==> src/hdl/fpom_consts.svh <==
/*
 constants of the parameter object map: object indices, subindices, reset values, command codes.
 assumes inclusion by bare name from design files.
*/
`ifndef FPOM_CONSTS_SVH
`define FPOM_CONSTS_SVH
`define FPOM_OBJ_COMMAND 16'h0010
`define FPOM_OBJ_MODULE 16'h0011
`define FPOM_OBJ_MOTOR 16'h0012
`define FPOM_SUB_HW_HIGH 8'h01
`define FPOM_SUB_HW_LOW 8'h02
`define FPOM_SUB_NET_ADDR 8'h03
`define FPOM_SUB_NET_MASK 8'h04
`define FPOM_SUB_GATEWAY 8'h05
`define FPOM_SUB_SETUP 8'h06
`define FPOM_SUB_DOUT 8'h07
`define FPOM_SUB_CMD_WORD 8'h0F
`define FPOM_SUB_TX_FIRST 8'h10
`define FPOM_SUB_TX_LAST 8'h14
`define FPOM_SUB_RX_FIRST 8'h18
`define FPOM_SUB_RX_LAST 8'h1C
`define FPOM_SUB_SERIAL 8'h20
`define FPOM_SUB_HW_VER 8'h21
`define FPOM_SUB_SW_VER 8'h22
`define FPOM_SUB_CNT_FIRST 8'h23
`define FPOM_SUB_CNT_LAST 8'h26
`define FPOM_SUB_DIN 8'h2F
`define FPOM_SUB_STATUS 8'h30
`define FPOM_NODE_ID_BITS 8
`define FPOM_HW_HIGH_BITS 16
`define FPOM_SETUP_RESET 32'h00000000
`define FPOM_DOUT_RESET 32'h00000000
`define FPOM_TX_RESET {32'h00000023, 32'h000000A9, 32'h0000000C, 32'h0000000A, 32'h00000002}
`define FPOM_RX_RESET {32'h00000000, 32'h00000007, 32'h00000005, 32'h00000003, 32'h00000002}
`define FPOM_CMD_SAVE_FLASH 32'h00000010
`endif

==> src/hdl/fpom_pkg.sv <==
/*
 types of the parameter object map.
 assumes nothing beyond a systemverilog compiler.
*/
package fpom_pkg;
    typedef logic [31:0] fpom_word_t;
    typedef enum logic [1:0] {FPOM_RESP_OK, FPOM_RESP_DENIED, FPOM_RESP_UNMAPPED} fpom_resp_t;
endpackage : fpom_pkg

==> src/hdl/fpom_event_counter.sv <==
/*
 one diagnostic event counter.
 assumes the event input is already on the clock's domain.
*/
`timescale 1ns/1ns
`default_nettype none
module fpom_event_counter #(
    parameter int WIDTH = 32
) (
    // clock and reset
    input wire logic clock,
    input wire logic reset_n,
    // event and count
    input wire logic event_pulse,
    output logic [WIDTH-1:0] count
);
    // step by one per event, wrap silently at the top
    always_ff @(posedge clock)
    begin
        if (!reset_n)
            count <= '0;
        else if (event_pulse)
            count <= count + {{(WIDTH-1){1'b0}}, 1'b1};
    end
endmodule : fpom_event_counter
`default_nettype wire

==> src/hdl/fpom_object_map.sv <==
/*
 parameter object map: module command, module parameters, window onto the motor registers.
 assumes one acyclic request per strobe from the network side, events and motor answers from
 same-clock logic, and digital inputs from pins (synchronised here).
*/
`include "fpom_consts.svh"
`timescale 1ns/1ns
`default_nettype none
// Notes on behaviour
// - command object at index 0x10 subindex 0 takes written 32-bit words as commands.
// - hardware address high 16 bits at subindex 1, low 32 bits at 2, read-only.
// - subindex 3 writable network address, low byte is node id; 4, 5 read-only.
// - setup bits at 6 and digital outputs at 7 reset to zero, writable.
// - subindices 16-20 pick transmit map registers, defaults 2, 10, 12, 169, 35.
// - subindices 24-28 pick receive map registers, defaults 2, 3, 5, 7, 0.
// - subindices 8-14, 21-23, 29-31, 39-46, 49-63 are reserved, no function.
// - subindices 35-38 count link timeouts, retries, discards and total frames, read-only.
// - inputs at 47, status at 48, serial and versions at 32-34, all read-only.
// - index 0x12 subindex n reaches motor register n for n in 0 to 255.
// - parameter changes are not saved to storage until the save command.
// - writing 16 to the command object saves module parameters to flash.
// - a new cyclic selection never reaches the active maps; reset reloads the fixed defaults.
module fpom_object_map
    import fpom_pkg::*;
#(
    parameter logic [31:0] HW_ADDR_HIGH = 32'h00001234, // arbitrary value
    parameter logic [31:0] HW_ADDR_LOW = 32'h56789ABC, // arbitrary value
    parameter logic [31:0] NET_MASK = 32'hFFFFFF00,
    parameter logic [31:0] GATEWAY = 32'h00000000,
    parameter logic [31:0] SERIAL_NUMBER = 32'h00000001, // arbitrary value
    parameter logic [31:0] HW_VERSION = 32'h00000001, // arbitrary value
    parameter logic [31:0] SW_VERSION = 32'h00000001, // arbitrary value
    parameter int MAP_POSITIONS = 5
) (
    // clock and reset
    input wire logic clock,
    input wire logic reset_n,
    // acyclic parameter request
    input wire logic req_valid,
    input wire logic req_write,
    input wire logic [15:0] req_index,
    input wire logic [7:0] req_subindex,
    input wire logic [31:0] req_wdata,
    // acyclic parameter answer
    output logic resp_valid,
    output fpom_pkg::fpom_resp_t resp_code,
    output logic [31:0] resp_rdata,
    // motor register window
    output logic motor_req,
    output logic motor_write,
    output logic [7:0] motor_reg,
    output logic [31:0] motor_wdata,
    input wire logic motor_ack,
    input wire logic [31:0] motor_rdata,
    // flash copy
    output logic save_request,
    input wire logic save_done,
    // node state and pins
    output logic [31:0] net_address_node,
    output logic [7:0] node_id,
    output logic [31:0] setup_bits,
    output logic [31:0] digital_outputs,
    output logic [31:0] command_word,
    input wire logic [31:0] digital_inputs_pin,
    input wire logic [31:0] status_bits,
    // active cyclic selection, loaded only at reset (power cycle)
    output logic [MAP_POSITIONS*32-1:0] transmit_process_map,
    output logic [MAP_POSITIONS*32-1:0] receive_process_map,
    // motor link events
    input wire logic link_timeout_evt,
    input wire logic retry_frame_evt,
    input wire logic discard_frame_evt,
    input wire logic total_frame_evt
);
    import fpom_pkg::*;

    logic [31:0] tx_sel [MAP_POSITIONS];
    logic [31:0] rx_sel [MAP_POSITIONS];
    logic [31:0] counts [4];
    logic [31:0] din_meta;
    logic [31:0] digital_inputs;
    logic motor_busy;
    logic next_ok;
    logic next_writable;
    logic [31:0] next_rdata;
    logic is_mod;
    logic is_cmd;
    logic is_motor;
    logic wr_mod;
    logic [MAP_POSITIONS*32-1:0] tx_reset_all;
    logic [MAP_POSITIONS*32-1:0] rx_reset_all;

    assign tx_reset_all = `FPOM_TX_RESET;
    assign rx_reset_all = `FPOM_RX_RESET;
    assign is_cmd = (req_index == `FPOM_OBJ_COMMAND) && (req_subindex == 8'h00);
    assign is_mod = (req_index == `FPOM_OBJ_MODULE);
    assign is_motor = (req_index == `FPOM_OBJ_MOTOR);
    // only accepted writes reach storage; denied ones fall out here
    assign wr_mod = req_valid && req_write && is_mod && next_ok && next_writable;

    // pins pass two flops before anything looks at them
    always_ff @(posedge clock)
    begin
        if (!reset_n)
        begin
            din_meta <= '0;
            digital_inputs <= '0;
        end
        else
        begin
            din_meta <= digital_inputs_pin;
            digital_inputs <= din_meta;
        end
    end

    // decode of the module parameter subindex: existence, writability, read data
    always_comb
    begin
        next_ok = 1'b1;
        next_writable = 1'b0;
        next_rdata = 32'h00000000;
        case (req_subindex)
            `FPOM_SUB_HW_HIGH: next_rdata = {16'h0000, HW_ADDR_HIGH[`FPOM_HW_HIGH_BITS-1:0]};
            `FPOM_SUB_HW_LOW: next_rdata = HW_ADDR_LOW;
            `FPOM_SUB_NET_ADDR:
            begin
                next_rdata = net_address_node;
                next_writable = 1'b1;
            end
            `FPOM_SUB_NET_MASK: next_rdata = NET_MASK;
            `FPOM_SUB_GATEWAY: next_rdata = GATEWAY;
            `FPOM_SUB_SETUP:
            begin
                next_rdata = setup_bits;
                next_writable = 1'b1;
            end
            `FPOM_SUB_DOUT:
            begin
                next_rdata = digital_outputs;
                next_writable = 1'b1;
            end
            `FPOM_SUB_CMD_WORD:
            begin
                next_rdata = command_word;
                next_writable = 1'b1;
            end
            `FPOM_SUB_SERIAL: next_rdata = SERIAL_NUMBER;
            `FPOM_SUB_HW_VER: next_rdata = HW_VERSION;
            `FPOM_SUB_SW_VER: next_rdata = SW_VERSION;
            `FPOM_SUB_DIN: next_rdata = digital_inputs;
            `FPOM_SUB_STATUS: next_rdata = status_bits;
            default:
            begin
                if (req_subindex >= `FPOM_SUB_TX_FIRST && req_subindex <= `FPOM_SUB_TX_LAST)
                begin
                    next_rdata = tx_sel[3'(req_subindex - `FPOM_SUB_TX_FIRST)];
                    next_writable = 1'b1;
                end
                else if (req_subindex >= `FPOM_SUB_RX_FIRST && req_subindex <= `FPOM_SUB_RX_LAST)
                begin
                    next_rdata = rx_sel[3'(req_subindex - `FPOM_SUB_RX_FIRST)];
                    next_writable = 1'b1;
                end
                else if (req_subindex >= `FPOM_SUB_CNT_FIRST && req_subindex <= `FPOM_SUB_CNT_LAST)
                    next_rdata = counts[2'(req_subindex - `FPOM_SUB_CNT_FIRST)];
                else
                    next_ok = 1'b0; // reserved subindex, no function
            end
        endcase
    end

    // writable module parameters; volatile until the save command
    always_ff @(posedge clock)
    begin
        if (!reset_n)
        begin
            net_address_node <= 32'h00000000;
            setup_bits <= `FPOM_SETUP_RESET;
            digital_outputs <= `FPOM_DOUT_RESET;
            command_word <= 32'h00000000;
        end
        else if (wr_mod)
        begin
            case (req_subindex)
                `FPOM_SUB_NET_ADDR: net_address_node <= req_wdata;
                `FPOM_SUB_SETUP: setup_bits <= req_wdata;
                `FPOM_SUB_DOUT: digital_outputs <= req_wdata;
                `FPOM_SUB_CMD_WORD: command_word <= req_wdata;
                default: ;
            endcase
        end
    end

    assign node_id = net_address_node[`FPOM_NODE_ID_BITS-1:0];

    // selection words per map position, defaults per position
    genvar gp;
    generate
        for (gp = 0; gp < MAP_POSITIONS; gp++)
        begin : g_map
            always_ff @(posedge clock)
            begin
                if (!reset_n)
                begin
                    tx_sel[gp] <= tx_reset_all[gp*32 +: 32];
                    rx_sel[gp] <= rx_reset_all[gp*32 +: 32];
                end
                else if (wr_mod && req_subindex == `FPOM_SUB_TX_FIRST + 8'(gp))
                    tx_sel[gp] <= req_wdata;
                else if (wr_mod && req_subindex == `FPOM_SUB_RX_FIRST + 8'(gp))
                    rx_sel[gp] <= req_wdata;
            end
            // the active map loads the fixed defaults only while reset is held: a new choice never reaches it
            always_ff @(posedge clock)
            begin
                if (!reset_n)
                begin
                    transmit_process_map[gp*32 +: 32] <= tx_reset_all[gp*32 +: 32];
                    receive_process_map[gp*32 +: 32] <= rx_reset_all[gp*32 +: 32];
                end
            end
        end
    endgenerate

    // diagnostic counters
    fpom_event_counter #(.WIDTH(32)) u_cnt_timeout (.clock(clock), .reset_n(reset_n),
        .event_pulse(link_timeout_evt), .count(counts[0]));
    fpom_event_counter #(.WIDTH(32)) u_cnt_retry (.clock(clock), .reset_n(reset_n),
        .event_pulse(retry_frame_evt), .count(counts[1]));
    fpom_event_counter #(.WIDTH(32)) u_cnt_discard (.clock(clock), .reset_n(reset_n),
        .event_pulse(discard_frame_evt), .count(counts[2]));
    fpom_event_counter #(.WIDTH(32)) u_cnt_total (.clock(clock), .reset_n(reset_n),
        .event_pulse(total_frame_evt), .count(counts[3]));

    // save request: held until the flash side reports done
    always_ff @(posedge clock)
    begin
        if (!reset_n)
            save_request <= 1'b0;
        else if (req_valid && req_write && is_cmd && req_wdata == `FPOM_CMD_SAVE_FLASH)
            save_request <= 1'b1;
        else if (save_done)
            save_request <= 1'b0;
    end

    // motor window: forward and hold until the motor side acknowledges
    always_ff @(posedge clock)
    begin
        if (!reset_n)
        begin
            motor_busy <= 1'b0;
            motor_req <= 1'b0;
            motor_write <= 1'b0;
            motor_reg <= 8'h00;
            motor_wdata <= 32'h00000000;
        end
        else if (!motor_busy && req_valid && is_motor)
        begin
            motor_busy <= 1'b1;
            motor_req <= 1'b1;
            motor_write <= req_write;
            motor_reg <= req_subindex;
            motor_wdata <= req_wdata;
        end
        else if (motor_busy && motor_ack)
        begin
            motor_busy <= 1'b0;
            motor_req <= 1'b0;
        end
    end

    // answers: local objects one cycle after the request, motor one cycle after ack
    always_ff @(posedge clock)
    begin
        if (!reset_n)
        begin
            resp_valid <= 1'b0;
            resp_code <= FPOM_RESP_OK;
            resp_rdata <= 32'h00000000;
        end
        else if (motor_busy && motor_ack)
        begin
            resp_valid <= 1'b1;
            resp_code <= FPOM_RESP_OK;
            resp_rdata <= motor_write ? 32'h00000000 : motor_rdata;
        end
        else if (req_valid && is_motor)
        begin
            resp_valid <= motor_busy;
            resp_code <= FPOM_RESP_DENIED; // a second motor request while one is open is refused
            resp_rdata <= 32'h00000000;
        end
        else if (req_valid)
        begin
            resp_valid <= 1'b1;
            resp_rdata <= 32'h00000000;
            if (is_cmd)
                resp_code <= req_write ? FPOM_RESP_OK : FPOM_RESP_DENIED; // write only
            else if (is_mod && !next_ok)
                resp_code <= FPOM_RESP_UNMAPPED;
            else if (is_mod && req_write && !next_writable)
                resp_code <= FPOM_RESP_DENIED;
            else if (is_mod)
            begin
                resp_code <= FPOM_RESP_OK;
                resp_rdata <= req_write ? 32'h00000000 : next_rdata;
            end
            else
                resp_code <= FPOM_RESP_UNMAPPED;
        end
        else
            resp_valid <= 1'b0;
    end

    a_ro_write_denied: assert property (@(posedge clock) disable iff (!reset_n)
        req_valid && req_write && is_mod && req_subindex == `FPOM_SUB_NET_MASK
        |=> resp_valid && resp_code == FPOM_RESP_DENIED)
        else $error("read-only write not refused");
    a_setup_hold: assert property (@(posedge clock) disable iff (!reset_n)
        !(req_valid && req_write && is_mod && req_subindex == `FPOM_SUB_SETUP) |=> $stable(setup_bits))
        else $error("setup bits changed without a write");
    a_save_starts: assert property (@(posedge clock) disable iff (!reset_n)
        req_valid && req_write && is_cmd && req_wdata == `FPOM_CMD_SAVE_FLASH |=> save_request)
        else $error("save command did not raise save request");
    a_counter_step: assert property (@(posedge clock) disable iff (!reset_n)
        total_frame_evt |=> counts[3] == $past(counts[3]) + 32'h00000001)
        else $error("frame counter did not step by one");
    a_counter_hold: assert property (@(posedge clock) disable iff (!reset_n)
        !link_timeout_evt |=> $stable(counts[0]))
        else $error("timeout counter moved without event");
    a_map_frozen: assert property (@(posedge clock) disable iff (!reset_n)
        1'b1 |=> $stable(transmit_process_map) && $stable(receive_process_map))
        else $error("active cyclic map changed while running");
    a_reserved_err: assert property (@(posedge clock) disable iff (!reset_n)
        req_valid && is_mod && req_subindex == 8'h08 |=> resp_code == FPOM_RESP_UNMAPPED)
        else $error("reserved subindex answered as mapped");
    a_node_id: assert property (@(posedge clock) disable iff (!reset_n)
        wr_mod && req_subindex == `FPOM_SUB_NET_ADDR |=> node_id == $past(req_wdata[7:0]))
        else $error("node id does not follow address word");
    a_motor_fwd: assert property (@(posedge clock) disable iff (!reset_n)
        req_valid && is_motor && !motor_busy |=> motor_req && motor_reg == $past(req_subindex))
        else $error("motor request not forwarded");
endmodule : fpom_object_map
`default_nettype wire

==> config.mk <==
export PLATFORM = sky130hd
export DESIGN_NAME = fpom_object_map
export DESIGN_NICKNAME = d
export VERILOG_FILES = /design/src/hdl/fpom_pkg.sv /design/src/hdl/fpom_event_counter.sv /design/src/hdl/fpom_object_map.sv
export VERILOG_INCLUDE_DIRS = /design/src /design/src/hdl
export SDC_FILE = /design/constraint.sdc
export NUM_CORES = 1
export LEC_CHECK = 0
export BUFFER_PORTS_ARGS = -buffer_cell sky130_fd_sc_hd__buf_4
export CAP_MARGIN = 20
export CELL_PAD_IN_SITES_DETAIL_PLACEMENT = 0
export CELL_PAD_IN_SITES_GLOBAL_PLACEMENT = 1
export CORE_ASPECT_RATIO = 0.5
export CORE_MARGIN = 2
export CORE_UTILIZATION = 46
export CTS_BUF_LIST = sky130_fd_sc_hd__clkbuf_16
export DETAILED_ROUTE_END_ITERATION = 8
export PLACE_DENSITY_LB_ADDON = 0.1
export SKIP_CTS_REPAIR_TIMING = 1
export SYNTH_ARGS = -nofsm -noshare
export SYNTH_HDL_FRONTEND = slang
export SYNTH_HIERARCHICAL = 1
export SYNTH_SLANG_ARGS = --single-unit
==> constraint.sdc <==
create_clock -name clock -period 14.6 [get_ports clock]
set_input_delay 1.46 -clock clock [delete_from_list [all_inputs] [get_ports clock]]
set_output_delay 1.46 -clock clock [all_outputs]
set_load 0.03 [all_outputs]
======== Yosys cells after proc, flatten, opt, wreduce, memory -nomap -nowiden ========
Memories as Yosys holds them, arrays and structs flattened.
Cells that the tools add are included.
word-level totals
  register bits ........................... 398
  bits in writable memories ............... 320
  input bits .............................. 162
  output and inout bits ................... 534
  memories kept ........................... 2
memories
  memory  words  bits a word  read ports  clocked after memory_dff  wr ports  RTL line               source
  rx_sel  5      32           1           0                         5         fpom_object_map.sv:78  logic [31:0] rx_sel [MAP_POSITIONS];
  tx_sel  5      32           1           0                         5         fpom_object_map.sv:77  logic [31:0] tx_sel [MAP_POSITIONS];
cells by class
  $add $sub $neg .......................... 7
  magnitude comparators ................... 7
  equal/unequal tests ..................... 27
  mux-type cells .......................... 83
  bitwise operators ....................... 12
  reductions and logical operators ........ 45
operators with widths
  cell                                                                                 number
  32-bit two-way mux                                                                   24
  32-bit case mux with 11 select lines                                                 1
  32-bit by 1-bit adder with 32-bit output, second input constant                      4
  8-bit by 5-bit == test with 1-bit output, second input constant                      10
  32-bit binary-select mux with 2-bit select                                           1
  1-bit two-way mux                                                                    52
  16-bit by 5-bit == test with 1-bit output, second input constant                     3
  8-bit by 6-bit == test with 1-bit output, second input constant                      5
  32-bit by 5-bit == test with 1-bit output, second input constant                     1
  8-bit by 3-bit == test with 1-bit output, second input constant                      4
  1-bit logical AND                                                                    27
  8-bit by 2-bit == test with 1-bit output, second input constant                      2
  8-bit by 5-bit greater-or-equal comparator with 1-bit output, second input constant  2
  8-bit by 5-bit <= comparator with 1-bit output, second input constant                2
  13-bit OR reduction                                                                  1
  1-bit OR                                                                             10
  9-bit OR reduction                                                                   1
  8-bit by 1-bit == test with 1-bit output, second input constant                      1
  8-bit by 4-bit == test with 1-bit output, second input constant                      1
  8-bit by 6-bit greater-or-equal comparator with 1-bit output, second input constant  1
  8-bit by 6-bit <= comparator with 1-bit output, second input constant                1
  8-bit logical NOT                                                                    1
  2-bit two-way mux                                                                    4
  2-bit AND reduction                                                                  4
  12 further kinds                                                                     18

======== Longest topological paths before layout ========
  word-level depth ........................ 17
  mapped depth ............................ 14
  depth with buffers taken out ............ 8

======== Hierarchy ========
Netlist, hierarchy kept.
modules (own cells, without submodules)
  module              instances  cells each  area each (µm²)  seq. area each (µm²)
  fpom_object_map     1          2732        28894.0          15014.4
  fpom_event_counter  4          176         1562.7           640.6

======== Least setup slack after synthesis ========
Ideal clock, no wire load.
  path kind ............................... input port to flip-flop
  from .................................... in req_subindex[1]
  to ...................................... mem rx_sel[4][0] (enable)
  library setup time ...................... 470 ps
  arrival time ............................ 5311 ps
  slack ................................... 8818 ps
  cell stages on the path ................. 9
  buffers on the path ..................... 4
  cell sequence ........................... clkbuf_1 buf_1 clkbuf_1 inv_1 ha_1 clkbuf_1 nand2b_1 nand2_1 o31ai_1
RTL lines
  item                RTL line               source
  start: declaration  fpom_object_map.sv:42  input wire logic [7:0] req_subindex,
  end: declaration    fpom_object_map.sv:78

======== Final worst setup path ========
  from .................................... in req_subindex[1]
  to ...................................... reg setup_bits[15]
on the way
  cells in the longest elaborated chain, start to end .. 9
  elaborated cells on any way between the ends .. 35
  classes of those cells .................. order compare: 6; eq/ne: 13; mux: 7; reduce/logical: 9
ends and longest elaborated chain
  item                                                                                                                                             RTL line                source
  8-bit by 6-bit greater-or-equal comparator with 1-bit output (no source line) or 8-bit by 6-bit <= comparator with 1-bit output (tied branches)  n/a
  1-bit logical AND (no source line)                                                                                                               n/a
  1-bit two-way mux                                                                                                                                fpom_object_map.sv:164  else if (req_subindex >= `FPOM_SUB_CNT_FIRST && req_subindex <= `FPOM_SUB_CNT_LAST)
  1-bit two-way mux                                                                                                                                fpom_object_map.sv:159  else if (req_subindex >= `FPOM_SUB_RX_FIRST && req_subindex <= `FPOM_SUB_RX_LAST)
  1-bit two-way mux                                                                                                                                fpom_object_map.sv:154  if (req_subindex >= `FPOM_SUB_TX_FIRST && req_subindex <= `FPOM_SUB_TX_LAST)
  1-bit two-way mux                                                                                                                                fpom_object_map.sv:122  case (req_subindex)
  1-bit logical AND (2 in series)                                                                                                                  fpom_object_map.sv:99   assign wr_mod = req_valid && req_write && is_mod && next_ok && next_writable;
  2-bit AND reduction (no source line) (*)                                                                                                         n/a
  end signal: assignment                                                                                                                           fpom_object_map.sv:178  setup_bits <= `FPOM_SETUP_RESET;
  end signal: assignment                                                                                                                           fpom_object_map.sv:186  `FPOM_SUB_SETUP: setup_bits <= req_wdata;
  end: declaration                                                                                                                                 fpom_object_map.sv:61   output logic [31:0] setup_bits,
Mark *: on every way between the ends. The rest lies on a longest branch, timed or not.
A chain may end at the register's enable or synchronous reset.

==> results.json <==
{
  "clock-skew-final_ns": 0.0268,
  "synth_top_flop_cell": "dfxtp_1",
  "area_growth_pct": 11.8,
  "grt_pass1_wl_mm": 173,
  "ys_warn_count": 6,
  "hp-start": "din_meta[8]$_SDFF_PN0_",
  "synth.avg_cell_area_um2": 10.2,
  "die_area_um2": 78800,
  "final_area_um2": 39300,
  "initial_utilization": 0.466,
  "grt_max_degree": 91,
  "worst_pin_slew_ns": 1.12,
  "drt_first_pass_iters": 6,
  "synthDistinctLibCells": 90,
  "setup_violations": 0,
  "outcome": "finished, final reports clean",
  "yosysSeqAreaShare": 0.500,
  "clockBufferDepth": 3,
  "io_pins": 696,
  "die_width_um": 395,
  "final.min_clock_period_ns": 5.60,
  "startpoint_type": "input pin",
  "reg_top3": "rx_sel x160, tx_sel x160",
  "reg2reg_depth": 6,
  "setup_ws_ns": 9.00,
  "place_area_um2": 37300,
  "power_density_nw_per_um2": 108,
  "antenna_found_initial": 7,
  "dp_hpwl_mm": 86.8,
  "h-tree-depth": 3,
  "synth_seq_cells": 718,
  "critPathMaxFanout": 48,
  "crit_type": "in2reg",
  "grt_usage": 0.301,
  "cts_buffers": 68,
  "ir_worst_vdd_mv": 0.0888,
  "ant_nets": 0,
  "gp_congestion": 0.959,
  "r2r_end": "resp_rdata[0]$_SDFFE_PN0P_",
  "dpl_worst_slack_ns": 8.42,
  "synthCells": 3436,
  "slew_headroom": 0.256,
  "cp.required_ns": 15.17,
  "min_to": "digital_inputs[8]$_SDFF_PN0_",
  "leakage_nw": 14.5,
  "drt_iter0_markers": 3362,
  "crit_path_end_kind": "flop",
  "grt_pass1_vias": 24800,
  "vias": 27200,
  "drive_gt1_frac": 0.174,
  "post_drt_via_cell_ratio": 5.75,
  "hold_depth": 1,
  "core_area_um2": 75400,
  "maxCapViolCount": 0,
  "clock.fmax_mhz": 179,
  "cts_tree": "built",
  "num_rows": 71,
  "fin_nets": 3828,
  "final_hold_viol_count": 0,
  "power.total_mw": 4.25,
  "clock-sinks": 718,
  "grt.overflow.total": 0,
  "crit-reg2reg-launch": "tx_sel[3][0]$_SDFFCE_PN1P_",
  "clkLatencyLatePin_ns": 0.66,
  "async_flop_share": 0,
  "cp_data_arrival_time_ns": 6.17,
  "slew_violations": 0,
  "root_buffer": "clkbuf_16",
  "io_buffers": 375,
  "hp-class": "reg2reg",
  "netlist_area_um2": 35100,
  "finalCritPeriodShare": 0.384,
  "synth_edf_count": 320,
  "r2r_slack_ns": 12.21,
  "wire_per_inst_um": 25.9,
  "route.detailed.drc": 0,
  "rsz0062_at_grt": "false",
  "dieHeight_um": 199,
  "finalSetupTns_ns": 0,
  "clk_pin_slew_ns": 0.07,
  "drt-total-wl_mm": 122
}
-- per-layer routing --
layer	part of all wire	global-route usage
met5	0	0
met4	0.024	0.0840
met3	0.10	0.0870
met2	0.44	0.447
met1	0.43	0.427
-- logic make-up (layout without fill, tap and decap cells) --
logic type | count (synthesis) | in the layout | share of synthesized area
simple gates | 1240 | 1240 | 0.177
other cells | 2 | 326 | 0.000214
compound gates | 612 | 612 | 0.121
flops | 718 | 718 | 0.500
fa+ha+maj | 8 | 8 | 0.00285
mux | 179 | 179 | 0.0792
xor+xnor | 52 | 52 | 0.0130
buf+inv | 625 | 580 | 0.107
-- synthesized netlist by cell type (all sizes together), types with 5 or more instances --
master | number | area share
o22ai | 17 | 0.0032
xor2 | 36 | 0.0090
and3 | 16 | 0.0030
o311ai | 32 | 0.0088
nor4 | 27 | 0.0063
a221oi | 20 | 0.0050
a21oi | 86 | 0.012
xnor2 | 16 | 0.0040
and2 | 195 | 0.035
nand2b | 53 | 0.0094
or2 | 6 | 0.0011
edfxtp | 320 | 0.27
clkbuf | 193 | 0.021
a22o | 10 | 0.0025
or4 | 19 | 0.0045
a21boi | 107 | 0.023
and4 | 14 | 0.0035
inv | 28 | 0.0030
buf | 403 | 0.083
nor4b | 5 | 0.0019
nor2 | 270 | 0.029
nand4 | 55 | 0.011
o32ai | 9 | 0.0022
nor3 | 21 | 0.0036
nor2b | 7 | 0.0012
o221ai | 7 | 0.0017
a22oi | 75 | 0.016
nand2 | 378 | 0.041
ha | 8 | 0.0028
nand3 | 135 | 0.019
mux4 | 79 | 0.051
dfxtp | 398 | 0.23
or3 | 25 | 0.0046
o2bb2ai | 10 | 0.0025
mux2i | 98 | 0.028
a31oi | 14 | 0.0025
nor3b | 6 | 0.0013
o31ai | 17 | 0.0036
o41ai | 32 | 0.0088
o21ai | 141 | 0.020
o211ai | 12 | 0.0026
-- worst max-delay path by stage --
stage | start | end | cells after the start
4_1_cts | req_subindex[1] | setup_bits[15]$_SDFFE_PN0P_ | 10
3_3_place_gp | req_subindex[1] | setup_bits[6]$_SDFFE_PN0P_ | 10
6_report | req_subindex[1] | setup_bits[15]$_SDFFE_PN0P_ | 10
3_5_place_dp | req_subindex[1] | setup_bits[0]$_SDFFE_PN0P_ | 10
2_1_floorplan | req_subindex[1] | rx_sel[4][0]$_SDFFCE_PN0P_ | 9
5_1_grt | req_subindex[1] | setup_bits[16]$_SDFFE_PN0P_ | 10
-- worst max-delay path, stage by stage --
cell and delay (ns):
buf_4 0.54, buf_4 0.81, ha_1 0.33, buf_4 0.31, and3b_1 0.75, and2_0 0.49
nor2b_2 0.74, buf_4 0.37, nand2_1 0.08, a21boi_0 0.18
-- layout make-up --
class / count / area [µm²]
fillers: 6915 / 36100
flip-flops and latches: 718 / 17600
multi-input cells: 2411 / 15100
repair buffers: 430 / 3240
clock buffers: 70 / 1750
well taps: 1022 / 1280
clock inverters: 51 / 274
inverters: 29 / 109
diodes: 6 / 15.0
-- per-stage QoR --
| stage | hold WS [ns] | std cells | utilization |
|---|---|---|---|
| global placement | 0.414 | 4609 | 0.494 |
| CTS | 0.432 | 4731 | 0.521 |
| detailed placement | 0.417 | 4610 | 0.494 |
| finish | 0.431 | 4737 | 0.521 |
| global route | 0.447 | 4735 | 0.521 |
| floorplan | 0.412 | 3754 | - |
-- where the power goes --
group / internal [mW] / switching, mW / leakage, nW
clock: 0.888 / 0.806 / 1.08
combinational: 0.0979 / 0.293 / 7.20
sequential: 2.15 / 0.0179 / 6.27
total: 3.14 / 1.12 / 14.5
-- cells in the final DEF (no fill, tap or decap), types with 15 or more instances in the layout --
cell type  synthesis  final
inv_1             27     50
xnor2_1           16     16
o22ai_1           16     16
o31ai_1           17     16
clkbuf_16          0     70
and2_1           194    194
o41ai_1           28     28
mux2i_1           98     98
nand2_1          377    377
o21ai_0          115    115
nand4_1           51     51
dfxtp_1          398    398
buf_4            335    427
conb_1             2    320
a21boi_1          53     53
nand2b_1          53     52
nand3_1          134    134
or4_1             15     15
edfxtp_1         320    320
o21ai_1           26     26
a21oi_1           86     86
a221oi_1          20     20
a22oi_1           75     75
or3_1             24     24
xor2_1            36     36
nor4_1            23     23
o311ai_0          20     20
mux4_2            79     79
nor2_1           267    265
clkinv_1           1     15
a21boi_0          54     54
nor3_1            18     18
(Power assumes the default switching activity.)
